$ cat config.mk
export PLATFORM = sky130hd
export DESIGN_NAME = tsr_sensor_bank
export DESIGN_NICKNAME = d
export VERILOG_FILES = /design/src/pkg/tsr_pkg.sv /design/src/hdl/tsr_sensor_bank.sv /design/src/hdl/tsr_alert_unit.sv
export VERILOG_INCLUDE_DIRS = /design/src /design/src/pkg
export SDC_FILE = /design/constraint.sdc
export NUM_CORES = 1
export LEC_CHECK = 0
export BUFFER_PORTS_ARGS = -buffer_cell sky130_fd_sc_hd__clkbuf_2
export CORE_UTILIZATION = 35
export CTS_BUF_LIST = sky130_fd_sc_hd__clkbuf_8
export CTS_CLUSTER_SIZE = 10
export DETAILED_ROUTE_END_ITERATION = 6
export SLEW_MARGIN = 5
export SYNTH_ARGS = -nofsm -noshare
export SYNTH_HDL_FRONTEND = slang
export SYNTH_HIERARCHICAL = 1
export SYNTH_SLANG_ARGS = --single-unit
$ cat constraint.sdc
create_clock -name mclk_i -period 7.75 [get_ports mclk_i]
set_input_delay 0.775 -clock mclk_i [delete_from_list [all_inputs] [get_ports mclk_i]]
set_output_delay 0.775 -clock mclk_i [all_outputs]
set_load 0.01 [all_outputs]
$ cat src/pkg/tsr_defs.svh
// Offsets, field positions, reset values and timing figures of the sensor register bank
`ifndef TSR_DEFS_SVH
`define TSR_DEFS_SVH

// ----------------------------------------------------------------
// Pointer codes
// ----------------------------------------------------------------
`define TSR_PTR_TEMP      3'h0
`define TSR_PTR_CFG       3'h1
`define TSR_PTR_LOW       3'h2
`define TSR_PTR_HIGH      3'h3
`define TSR_PTR_ONESHOT   3'h4
`define TSR_PTR_LSB       0
`define TSR_PTR_MSB       2

// ----------------------------------------------------------------
// Settings word field positions
// ----------------------------------------------------------------
`define TSR_CFG_ONESHOT   13
`define TSR_CFG_FQ_MSB    12
`define TSR_CFG_FQ_LSB    11
`define TSR_CFG_POL       10
`define TSR_CFG_STYLE     9
`define TSR_CFG_SHUT      8

// ----------------------------------------------------------------
// Reset values and layout of 12-bit left-justified words
// ----------------------------------------------------------------
`define TSR_RST_TEMP      16'h0000
`define TSR_RST_CFG       16'h0000
`define TSR_RST_LOW       16'h4b00
`define TSR_RST_HIGH      16'h5000
`define TSR_RES_BITS      4'h0
`define TSR_DATA_MSB      15
`define TSR_DATA_LSB      4

// ----------------------------------------------------------------
// Timing
// ----------------------------------------------------------------
`define TSR_CLK_KHZ       100000
`define TSR_CONV_TIME_MS  27
`define TSR_PERIOD_MS     80

`endif

$ cat src/pkg/tsr_pkg.sv
// Types shared by the sensor register bank
package tsr_pkg;

	typedef enum logic [1:0] {
		CONV_SHUTDOWN,
		CONV_RUNNING,
		CONV_WAITING
	} tsr_conv_state_type;

endpackage

$ cat src/hdl/tsr_sensor_bank.sv
// Register bank, pointer decode and conversion sequencer of the temperature sensor
`timescale 1ns/100ps
`include "tsr_defs.svh"

// Behaviour
// - Result stored 12-bit left-justified, 1C/0.0625C
// - Result at pointer 0, read-only, resets 0000
// - Shutdown and one-shot clear means continuous
// - One-shot mode: write starts single conversion
// - Shutdown set: one-shot writes do nothing
// - Fault queue codes give 1,2,4,6 faults
// - Polarity bit picks alert active level
// - Style bit picks comparator or interrupt
// - Shutdown bit set stops conversions
// - Settings at pointer 1, low byte zero
// - Low limit at pointer 2, resets 4b00
// - Low limit 12-bit, low nibble reads zero
// - High limit at pointer 3, resets 5000
// - High limit 12-bit, low nibble reads zero
// - Pin-selected bus address, eight devices
// - Three pointer LSBs select target register
// - Pointer 4 write requests one conversion
// - Shutdown aborts conversion, clears alert, faults
// - Continuous: 80 ms period, 27 ms conversion
module tsr_sensor_bank #(
	parameter int         CONV_CYCLES   = `TSR_CONV_TIME_MS * `TSR_CLK_KHZ, // Conversion length
	parameter int         PERIOD_CYCLES = `TSR_PERIOD_MS * `TSR_CLK_KHZ,    // Start to start
	parameter int         CNT_W         = 24,                               // Timer width
	parameter logic [3:0] ADDR_BASE     = 4'h5                              // Arbitrary value
) (
	input  wire logic        mclk_i,        // System clock, 100 MHz
	input  wire logic        rst_i,         // Synchronous reset, high
	input  wire logic        ce_i,          // Clock enable, freezes all state
	input  wire logic [2:0]  addr_pin_i,    // Address strap pins
	input  wire logic        ptr_wr_i,      // Pointer byte strobe
	input  wire logic [7:0]  ptr_data_i,    // Pointer byte
	input  wire logic        reg_wr_i,      // Data word write strobe
	input  wire logic [15:0] wr_data_i,     // Data word to write
	input  wire logic        reg_rd_i,      // Data word read strobe
	input  wire logic [11:0] sample_i,      // Converter output code
	output logic [15:0]      rd_data_o,     // Read data word
	output logic             rd_valid_o,    // Read data present
	output logic [6:0]       dev_addr_o,    // Bus address answered
	output logic             conv_active_o, // Conversion in progress
	output logic             alert_o,       // Alert pin level
	output logic             alert_oe_o     // Alert pin drive enable
);

	// ----------------------------------------------------------------
	// Strap synchroniser
	// ----------------------------------------------------------------
	logic [2:0] addr_meta;
	logic [2:0] addr_sync;

	always_ff @(posedge mclk_i) begin
		if (rst_i) begin
			addr_meta  <= 3'h0;
			addr_sync  <= 3'h0;
			dev_addr_o <= 7'h00;
		end else if (ce_i) begin
			addr_meta  <= addr_pin_i;
			addr_sync  <= addr_meta;
			// Low three bits follow the pins so eight parts share a bus
			dev_addr_o <= {ADDR_BASE, addr_sync};
		end
	end

	// ----------------------------------------------------------------
	// Pointer and write decode
	// ----------------------------------------------------------------
	logic [2:0]  pointer_select_bits;
	logic        one_shot_select;
	logic [1:0]  fault_queue_depth;
	logic        alert_level_select;
	logic        alarm_style_select;
	logic        shutdown_request;
	logic [11:0] temp_result_bits;
	logic [11:0] lower_limit_bits;
	logic [11:0] upper_limit_bits;

	// A pointer byte and a data word in the same cycle: the word goes to the new pointer
	wire [2:0]  eff_ptr   = ptr_wr_i ? ptr_data_i[`TSR_PTR_MSB:`TSR_PTR_LSB]
	                                 : pointer_select_bits;
	wire        sel_temp  = (eff_ptr == `TSR_PTR_TEMP);
	wire        sel_cfg   = (eff_ptr == `TSR_PTR_CFG);
	wire        sel_low   = (eff_ptr == `TSR_PTR_LOW);
	wire        sel_high  = (eff_ptr == `TSR_PTR_HIGH);
	wire        sel_os    = (eff_ptr == `TSR_PTR_ONESHOT);
	wire        wr_cfg    = reg_wr_i && sel_cfg;
	wire        wr_low    = reg_wr_i && sel_low;
	wire        wr_high   = reg_wr_i && sel_high;
	wire        wr_os     = reg_wr_i && sel_os;

	always_ff @(posedge mclk_i) begin
		if (rst_i) begin
			pointer_select_bits <= `TSR_PTR_TEMP;
		end else if (ce_i && ptr_wr_i) begin
			// Upper pointer bits are not stored
			pointer_select_bits <= ptr_data_i[`TSR_PTR_MSB:`TSR_PTR_LSB];
		end
	end

	// ----------------------------------------------------------------
	// Settings word
	// ----------------------------------------------------------------
	localparam logic [15:0] CFG_RST = `TSR_RST_CFG;

	always_ff @(posedge mclk_i) begin
		if (rst_i) begin
			one_shot_select    <= CFG_RST[`TSR_CFG_ONESHOT];
			fault_queue_depth  <= CFG_RST[`TSR_CFG_FQ_MSB:`TSR_CFG_FQ_LSB];
			alert_level_select <= CFG_RST[`TSR_CFG_POL];
			alarm_style_select <= CFG_RST[`TSR_CFG_STYLE];
			shutdown_request   <= CFG_RST[`TSR_CFG_SHUT];
		end else if (ce_i && wr_cfg) begin
			// Reserved bits are expected as zero and are dropped
			one_shot_select    <= wr_data_i[`TSR_CFG_ONESHOT];
			fault_queue_depth  <= wr_data_i[`TSR_CFG_FQ_MSB:`TSR_CFG_FQ_LSB];
			alert_level_select <= wr_data_i[`TSR_CFG_POL];
			alarm_style_select <= wr_data_i[`TSR_CFG_STYLE];
			shutdown_request   <= wr_data_i[`TSR_CFG_SHUT];
		end
	end

	// ----------------------------------------------------------------
	// Limit registers
	// ----------------------------------------------------------------
	localparam logic [15:0] LOW_RST  = `TSR_RST_LOW;
	localparam logic [15:0] HIGH_RST = `TSR_RST_HIGH;

	always_ff @(posedge mclk_i) begin
		if (rst_i) begin
			lower_limit_bits <= LOW_RST[`TSR_DATA_MSB:`TSR_DATA_LSB];
			upper_limit_bits <= HIGH_RST[`TSR_DATA_MSB:`TSR_DATA_LSB];
		end else if (ce_i) begin
			if (wr_low) begin
				lower_limit_bits <= wr_data_i[`TSR_DATA_MSB:`TSR_DATA_LSB];
			end
			if (wr_high) begin
				upper_limit_bits <= wr_data_i[`TSR_DATA_MSB:`TSR_DATA_LSB];
			end
		end
	end

	// ----------------------------------------------------------------
	// Conversion sequencer
	// ----------------------------------------------------------------
	localparam logic [CNT_W-1:0] CONV_LAST   = CNT_W'(CONV_CYCLES - 1);
	localparam logic [CNT_W-1:0] PERIOD_LAST = CNT_W'(PERIOD_CYCLES - 1);

	tsr_pkg::tsr_conv_state_type conv_state;
	tsr_pkg::tsr_conv_state_type next_conv_state;
	logic [CNT_W-1:0]            conv_cnt;
	logic [CNT_W-1:0]            next_conv_cnt;
	logic                        next_conv_done;
	logic                        result_stb;

	wire continuous_mode = !shutdown_request && !one_shot_select;
	// With shutdown set the one-shot write is ignored whatever the one-shot bit holds
	wire one_shot_go     = !shutdown_request && one_shot_select && wr_os;
	wire conv_end        = (conv_cnt == CONV_LAST);
	wire period_end      = (conv_cnt == PERIOD_LAST);
	wire [CNT_W-1:0] cnt_inc = CNT_W'(conv_cnt + 1'b1);

	always_comb begin
		next_conv_state = conv_state;
		next_conv_cnt   = conv_cnt;
		next_conv_done  = 1'b0;
		unique case (conv_state)
			tsr_pkg::CONV_SHUTDOWN: begin
				if (continuous_mode || one_shot_go) begin
					next_conv_state = tsr_pkg::CONV_RUNNING;
					next_conv_cnt   = '0;
				end
			end
			tsr_pkg::CONV_RUNNING: begin
				if (shutdown_request) begin
					// Abort: no result is written
					next_conv_state = tsr_pkg::CONV_SHUTDOWN;
					next_conv_cnt   = '0;
				end else if (conv_end) begin
					next_conv_done  = 1'b1;
					next_conv_cnt   = cnt_inc;
					next_conv_state = continuous_mode ? tsr_pkg::CONV_WAITING
					                                  : tsr_pkg::CONV_SHUTDOWN;
				end else begin
					next_conv_cnt   = cnt_inc;
				end
			end
			tsr_pkg::CONV_WAITING: begin
				if (!continuous_mode) begin
					next_conv_state = tsr_pkg::CONV_SHUTDOWN;
					next_conv_cnt   = '0;
				end else if (period_end) begin
					// Start to start spacing is the full period
					next_conv_state = tsr_pkg::CONV_RUNNING;
					next_conv_cnt   = '0;
				end else begin
					next_conv_cnt   = cnt_inc;
				end
			end
		endcase
	end

	always_ff @(posedge mclk_i) begin
		if (rst_i) begin
			// Power-up starts a conversion at once
			conv_state    <= tsr_pkg::CONV_RUNNING;
			conv_cnt      <= '0;
			conv_active_o <= 1'b1;
			result_stb    <= 1'b0;
		end else if (ce_i) begin
			conv_state    <= next_conv_state;
			conv_cnt      <= next_conv_cnt;
			conv_active_o <= (next_conv_state == tsr_pkg::CONV_RUNNING);
			result_stb    <= next_conv_done;
		end
	end

	// ----------------------------------------------------------------
	// Result register
	// ----------------------------------------------------------------
	localparam logic [15:0] TEMP_RST = `TSR_RST_TEMP;

	always_ff @(posedge mclk_i) begin
		if (rst_i) begin
			temp_result_bits <= TEMP_RST[`TSR_DATA_MSB:`TSR_DATA_LSB];
		end else if (ce_i && next_conv_done) begin
			// Each result overwrites the previous one
			temp_result_bits <= sample_i;
		end
	end

	// ----------------------------------------------------------------
	// Read path
	// ----------------------------------------------------------------
	wire [15:0] temp_word = {temp_result_bits, `TSR_RES_BITS};
	wire [15:0] cfg_word  = {2'b00, one_shot_select, fault_queue_depth,
	                         alert_level_select, alarm_style_select,
	                         shutdown_request, 8'h00};
	wire [15:0] low_word  = {lower_limit_bits, `TSR_RES_BITS};
	wire [15:0] high_word = {upper_limit_bits, `TSR_RES_BITS};
	// One-shot code and unused codes read back as zero
	wire [15:0] rd_mux    = sel_temp ? temp_word :
	                        sel_cfg  ? cfg_word  :
	                        sel_low  ? low_word  :
	                        sel_high ? high_word : 16'h0000;

	always_ff @(posedge mclk_i) begin
		if (rst_i) begin
			rd_data_o  <= 16'h0000;
			rd_valid_o <= 1'b0;
		end else if (ce_i) begin
			rd_valid_o <= reg_rd_i;
			if (reg_rd_i) begin
				rd_data_o <= rd_mux;
			end
		end
	end

	// ----------------------------------------------------------------
	// Alert
	// ----------------------------------------------------------------
	tsr_alert_unit alert_unit (
		.mclk_i       (mclk_i),
		.rst_i        (rst_i),
		.ce_i         (ce_i),
		.clear_i      (shutdown_request),
		.rd_ack_i     (reg_rd_i),
		.result_stb_i (result_stb),
		.result_i     (temp_result_bits),
		.upper_i      (upper_limit_bits),
		.lower_i      (lower_limit_bits),
		.depth_i      (fault_queue_depth),
		.style_i      (alarm_style_select),
		.level_i      (alert_level_select),
		.alert_o      (alert_o),
		.alert_oe_o   (alert_oe_o)
	);

endmodule

$ cat src/hdl/tsr_alert_unit.sv
// Fault queue and alert pin logic of the sensor register bank
`timescale 1ns/100ps
`include "tsr_defs.svh"

module tsr_alert_unit (
	input  wire logic        mclk_i,        // System clock
	input  wire logic        rst_i,         // Synchronous reset, high
	input  wire logic        ce_i,          // Clock enable
	input  wire logic        clear_i,       // Shutdown holds alert clear
	input  wire logic        rd_ack_i,      // Host read of any register
	input  wire logic        result_stb_i,  // New result present
	input  wire logic [11:0] result_i,      // Latest result
	input  wire logic [11:0] upper_i,       // High limit
	input  wire logic [11:0] lower_i,       // Low limit
	input  wire logic [1:0]  depth_i,       // Fault queue code
	input  wire logic        style_i,       // 0 comparator, 1 interrupt
	input  wire logic        level_i,       // 0 active low, 1 active high
	output logic             alert_o,       // Alert pin level
	output logic             alert_oe_o     // Alert pin driven low
);

	function automatic logic [2:0] fault_count(input logic [1:0] code);
		unique case (code)
			2'h0: fault_count = 3'h1;
			2'h1: fault_count = 3'h2;
			2'h2: fault_count = 3'h4;
			2'h3: fault_count = 3'h6;
		endcase
	endfunction

	logic [2:0] fault_cnt;
	logic       alert_active;
	logic       hunt_high;

	wire        is_hot      = $signed(result_i) >= $signed(upper_i);
	wire        is_cold     = $signed(result_i) < $signed(lower_i);
	// Comparator tracks its own state; interrupt hunts the opposite edge after each event
	wire        watch_cmp   = alert_active ? is_cold : is_hot;
	wire        watch_int   = hunt_high ? is_hot : is_cold;
	wire        is_fault    = style_i ? watch_int : watch_cmp;
	wire [2:0]  cnt_inc     = 3'(fault_cnt + 3'h1);
	wire        trigger     = result_stb_i && is_fault && (cnt_inc >= fault_count(depth_i));
	wire        next_active = clear_i ? 1'b0 :
	                          (trigger && !style_i) ? !alert_active :
	                          (trigger && style_i) ? 1'b1 :
	                          (rd_ack_i && style_i) ? 1'b0 : alert_active;
	wire        next_level  = level_i ? next_active : !next_active;

	always_ff @(posedge mclk_i) begin
		if (rst_i) begin
			fault_cnt    <= 3'h0;
			alert_active <= 1'b0;
			hunt_high    <= 1'b1;
			alert_o      <= 1'b1;
			alert_oe_o   <= 1'b0;
		end else if (ce_i) begin
			if (clear_i) begin
				fault_cnt <= 3'h0;
				hunt_high <= 1'b1;
			end else if (result_stb_i) begin
				fault_cnt <= (is_fault && !trigger) ? cnt_inc : 3'h0;
				if (trigger && style_i) begin
					hunt_high <= !hunt_high;
				end
			end
			alert_active <= next_active;
			alert_o      <= next_level;
			// Open drain: only a low level is driven
			alert_oe_o   <= !next_level;
		end
	end

endmodule

==> results_dict.tcl, run 1 <==
set metrics [dict create \
    status "complete, no violations" \
    cp_cell_sequence "clkbuf_2 -> nand2_1 -> and2_1 -> o21bai_2 -> nor2_1" \
    cts_sinks 103 \
    drtAntennaViolNets 0 \
    rows 46 \
    routabilityCongestion 0.836 \
    seqPwrFrac_pct 57.1 \
    grt_pass1_vias 4423 \
    fillers 1670 \
    cts.path.max_buffers 2 \
    ctsHoldBuffers 0 \
    p_sw_share_pct 27.4 \
    htree_levels 3 \
    relSlewSlack_pct 35.6 \
    multiInputGateArea_mm2 0.00342 \
    hold_viol 0 \
    fin_crit_sh_pct 36.7 \
    seq_area_mm2 0.00206 \
    yosysSeqAreaShare_pct 35.5 \
    synth-seq-cells 103 \
    viasPerCell 5.29 \
    final_nets 783 \
    die-area_mm2 0.0171 \
    drt_iter0_markers 249 \
    critical_path_class "in -> reg" \
    dp_hpwl_mm 10.4 \
    grt_max_degree 51 \
    core_mm2 0.0161 \
    period_needed_ns 2.85 \
    rsz0062_at_grt "false" \
    vias 4911 \
    wl_per_cell_um 15.4 \
    clk_latency_ns 0.39 \
    finClkSkew_ns 0.0121 \
    io_pins 72 \
    die_h_um 131 \
    p_comb_share_pct 10.1 \
    path_clk_slew_ns 0.10 \
    slowest_stage "o21bai_2" \
    antenna_found_initial 1 \
    slowest_delay_ns 0.77 \
    numCtsBuffers 9 \
    pwr-share-clk_pct 32.8 \
    crit_fanout 32 \
    critPathCaptureType "flop" \
    cts_setup_buffers 0 \
    initial_utilization_pct 36.2 \
    grtUsageTotal_pct 17.6 \
    synth_cell_types 71 \
    critPathRequiredTime_ns 8.00 \
    arrival_ns 3.09 \
    cp.buffers_inverters 1 \
    die_x_um 131 \
    setup-tns-final_ns 0 \
    ys_warn_count 6 \
    syn_to_final_growth_pct 9.86 \
    ctsResizeCount 0 \
    synth.avg_cell_area_um2 8.67 \
    ir_drop_uv 113 \
    routed_wl_mm 14.3 \
    worstMarginPinSlew_ns 0.964 \
    power_density_mw_per_mm2 151 \
    first_pass_iters 4 \
    leakagePower_uw 0.00253 \
    setup_viol_count_final 0 \
    clock-root-buffer "clkbuf_8" \
    start_kind "input port" \
    grt_first_pass_wirelength_mm 23.1 \
    grt_overflow 0 \
    critPathTopFamily "simple AND/OR/NAND/NOR gates" \
    slew_violations 0 \
    async_flop_share_pct 0 \
    tritoncts "built" \
    reg2reg_slack_ns 5.01 \
    port_buffers 56 \
    drc 0 \
    ys.flop_type "dfxtp_1" \
    synth_edf_count 0 \
    synthesis.area_mm2 0.00581 \
    syn_inst 670 \
    fmaxAchievable_mhz 351 \
    drive_above_1_share_pct 14.7 \
    power.internal_uw 702 \
    hp-class "reg -> reg" \
    whs_ns 0.475 \
    switchingPower_uw 264 \
    cap_violations 0 \
]
registers in the layout, indices dropped and copies added (netlist names), 2 cells and up:
signal                flops
addr_meta                 3
addr_sync                 3
alert_unit/fault_cnt      3
conv_cnt                 24
conv_state                2
dev_addr_o                4
fault_queue_depth         2
lower_limit_bits         12
pointer_select_bits       3
rd_data_o                12
temp_result_bits         12
upper_limit_bits         12
per-stage QoR:
stage	instances	util [%]	power, uW	instance area [um^2]	worst slack [ns]
4_1_cts	928	39.7	982	6380	4.92
3_3_place_gp	912	38.7	662	6210	4.47
6_report	929	39.8	966	6380	4.90
5_1_grt	928	39.7	1010	6380	4.72
3_5_place_dp	912	38.7	662	6210	4.51
2_1_floorplan	675	-	630	5830	5.22
placed cells by master (no fill, tap or decap), types with 20 or more instances in the layout:
cell / netlist / layout
dfxtp_1: 103 / 103
nor2_1: 96 / 96
clkbuf_2: 0 / 55
mux2i_1: 49 / 49
nand2_1: 42 / 42
inv_1: 38 / 39
a21oi_1: 34 / 34
ha_1: 31 / 31
nand3_1: 22 / 22
o21ai_0: 20 / 20
layer usage:
layer	GRT usage [%]	vias to the layer above	wire (um)
li1	-	2471	-
met4	7.51	0	297
met1	24.1	2280	6970
met3	3.71	25	693
met5	0	-	0
met2	26.7	135	6370
synth_stat cells (3+ instances only):
master	n	share of area [%]
dfxtp_1	103	35
nor2_1	96	6.2
mux2i_1	49	8.4
nand2_1	42	2.7
inv_1	38	2.5
a21oi_1	34	2.9
ha_1	31	6.7
nand3_1	22	1.9
o21ai_0	20	1.7
a211oi_1	19	2.5
xnor2_1	19	2.9
clkbuf_1	17	1.1
nor2b_1	15	1.6
nand4_1	12	1.3
o211ai_1	11	1.4
buf_2	10	0.86
nor3_1	10	0.86
a211o_1	8	1.2
and4_1	8	1.2
buf_4	8	1.0
a21o_1	6	0.77
o22ai_1	6	0.65
a31oi_1	5	0.54
nor3b_1	5	0.65
a2111oi_1	4	0.69
a311o_1	4	0.69
a2111oi_2	3	0.77
and2_1	3	0.32
and3b_1	3	0.45
nand3b_1	3	0.39
o21ai_2	3	0.45
layout make-up:
| type | count | share of cell area [%] |
|---|---|---|
| antenna | 1 | 0.0392 |
| clock buffer | 10 | 2.16 |
| clock inverter | 6 | 0.588 |
| inverter | 38 | 2.23 |
| multi-input combinational | 495 | 53.6 |
| sequential | 103 | 32.3 |
| tap | 216 | 4.23 |
| timing repair buffer | 60 | 4.86 |
power groups by stage:
stage	Combinational [uW]	Sequential (uW)	Clock, uW
final	97.3	552	317
after CTS	97.8	552	332
after global placement	97.2	564	0
after floorplan	65.8	564	0
after global routing	108	555	351
after detailed placement	97.4	564	0
tightest hold or removal path, stage by stage, from the launching register on:
cell     delay (ns)
dfxtp_1        0.33
nand2_1        0.06
a21oi_1        0.05
kinds of logic (layout without fill, tap and decap cells):
family	after synthesis	in the layout	synth area share, %
and+or+nand+nor	246	246	22.2
AOI/OAI and AO/OA	144	144	18.3
DFF	103	103	35.5
buffers and inverters	77	114	5.96
muxes	49	49	8.44
adders and majority gates	31	31	6.67
xor gates and xnor gates	19	19	2.86
other	1	7	0.0645
final timing paths:
check | start | cells past startpoint | end
hold / removal | rd_data_o[13] | 2 | rd_data_o[13]
setup / recovery | ce_i | 5 | conv_cnt[13]
hold reg to reg | rd_data_o[13] | 2 | rd_data_o[13]
setup reg to reg | alert_unit/fault_cnt[0] | 10 | alert_unit/alert_o
Note: power is estimated with default switching activity, not from simulation.
==> run 2: changes to the inputs <==
==> constraint.sdc (replaced) <==
create_clock -name mclk_i -period 2.9 [get_ports mclk_i]
set_input_delay 0.29 -clock mclk_i [delete_from_list [all_inputs] [get_ports mclk_i]]
set_output_delay 0.29 -clock mclk_i [all_outputs]
set_load 0.01 [all_outputs]
==> run 2 against run 1 <==
  * Clock power rose to 2.8 times the previous value
  * Sequential power grew to 2.7 times the previous value
  * First-iteration DRC count up 63%
  * Sequential cell count unchanged
  * Largest cell class unchanged
  * Sequential share of layout area shrank 0.42 points
  * Highest routed layer unchanged
  * Combinational power rose to 2.8 times the previous value
  * Die area is the same
==> results_dict.tcl, run 2 (synthesized netlist as in run 1, its figures left out) <==
set metrics [dict create \
    status "complete, no violations" \
    vias 4852 \
    period_needed_ns 2.68 \
    power_density_mw_per_mm2 409 \
    first_pass_iters 5 \
    die-area_mm2 0.0171 \
    start_kind "flop" \
    worstMarginPinSlew_ns 0.690 \
    ctsHoldBuffers 0 \
    initial_utilization_pct 36.2 \
    cts_setup_buffers 0 \
    grt_first_pass_wirelength_mm 23.5 \
    wl_per_cell_um 15.4 \
    die_x_um 131 \
    path_clk_slew_ns 0.10 \
    grt_overflow 0 \
    hold_viol 0 \
    syn_to_final_growth_pct 11.3 \
    clk_latency_ns 0.39 \
    die_h_um 131 \
    dpl_cell_area_mm2 0.00627 \
    critPathCaptureType "flop" \
    viasPerCell 5.18 \
    slew_violations 0 \
    grt_pass1_vias 4392 \
    critPathRequiredTime_ns 3.18 \
    cts_sinks 103 \
    layout_common_cells "dfxtp_1, nor2_1, clkbuf_2" \
    finClkSkew_ns 0.0205 \
    rows 46 \
    hp-class "in -> reg" \
    relSlewSlack_pct 53.9 \
    drc 0 \
    rsz0062_at_grt "false" \
    drtAntennaViolNets 0 \
    final_nets 792 \
    final_common_cell "dfxtp_1" \
    cap_violations 0 \
    tritoncts "built" \
    ir_drop_uv 210 \
    max_flop_register "conv_cnt" \
    crit_fanout 4 \
    critical_path_class "reg -> reg" \
    setup_viol_count_final 0 \
    numCtsBuffers 9 \
    core_mm2 0.0161 \
    cp_cell_sequence "ha_1 -> nor2b_1 -> or2_2 -> ha_1 -> o21ai_0 -> a21o_1 -> or4_4 -> a211oi_2 -> mux2i_1 -> o311a_2" \
    drt_iter0_markers 407 \
    diodes 0 \
    cts.path.max_buffers 2 \
    io_pins 72 \
    arrival_ns 2.97 \
    fin_crit_sh_pct 92.6 \
    grtUsageTotal_pct 17.9 \
    leakagePower_uw 0.00259 \
    port_buffers 56 \
    fmaxAchievable_mhz 373 \
    routabilityCongestion 0.829 \
    routed_wl_mm 14.4 \
    design_area_mm2 0.00647 \
    htree_levels 3 \
    clock-root-buffer "clkbuf_8" \
    slowest_delay_ns 0.57 \
    drive_above_1_share_pct 15.8 \
    whs_ns 0.129 \
    antenna_found_initial 0 \
    setup-tns-final_ns 0 \
    largest_register_ffs 24 \
    ctsResizeCount 0 \
    dp_hpwl_mm 10.5 \
    grt_max_degree 45 \
    cp_common_cell "ha_1" \
    slowest_stage "or4_4" \
]
[run 2: changes by cell type in the layout (fill, tap and decap cells not counted)]
cell,delta
buf_4,+9
clkinvlp_4,-1
clkinv_4,-1
clkinv_2,-1
clkbuf_8,+3
diode_2,-1
[run 2: per-stage QoR]
stage	worst slack, ns	utilization [%]	total power (uW)	instances
final	0.216	40.3	2650	937
after global routing	0.126	40.3	2780	937
after CTS	0.198	40.3	2690	937
after detailed placement	0.221	39.1	1780	921
after global placement	0.258	39.1	1780	921
after floorplan	0.368	-	1680	675
[run 2: routing by layer]
metal | GRT usage [%] | vias up | wire [um]
li1 | - | 2487 | -
met1 | 25.2 | 2244 | 7040
met2 | 27.0 | 100 | 6380
met3 | 3.09 | 21 | 682
met4 | 6.96 | 0 | 310
met5 | 0 | - | 0
[run 2: cell type report]
type	instances	area, um^2
Multi-Input combinational cell	495	3420
Timing Repair Buffer	69	378
Inverter	38	143
Sequential cell	103	2060
Tap cell	216	270
Fill cell	1653	9590
Clock inverter	3	16.3
Clock buffer	13	179
[run 2: worst paths after layout]
| kind | startpoint | endpoint | slack [ns] | cells past startpoint |
|---|---|---|---|---|
| min | sample_i[7] | temp_result_bits[7] | 0.13 | 3 |
| max reg2reg | alert_unit/fault_cnt[0] | alert_unit/alert_o | 0.22 | 10 |
| min reg2reg | rd_data_o[13] | rd_data_o[13] | 0.46 | 2 |
| max | alert_unit/fault_cnt[0] | alert_unit/alert_o | 0.22 | 10 |
[run 2: critical path, delay by kind of cell (launching register included)]
kind,cells,cell delay (ns)
AO/OA/AOI/OAI,4,0.65
adder cells (fa/ha/maj),2,0.49
flip-flops,1,0.35
multiplexers,1,0.12
AND/OR/NAND/NOR,3,0.97
[run 2: report_power, final]
part	switching, uW	internal (uW)
clock network	500	403
registers	28.1	1450
logic	165	104
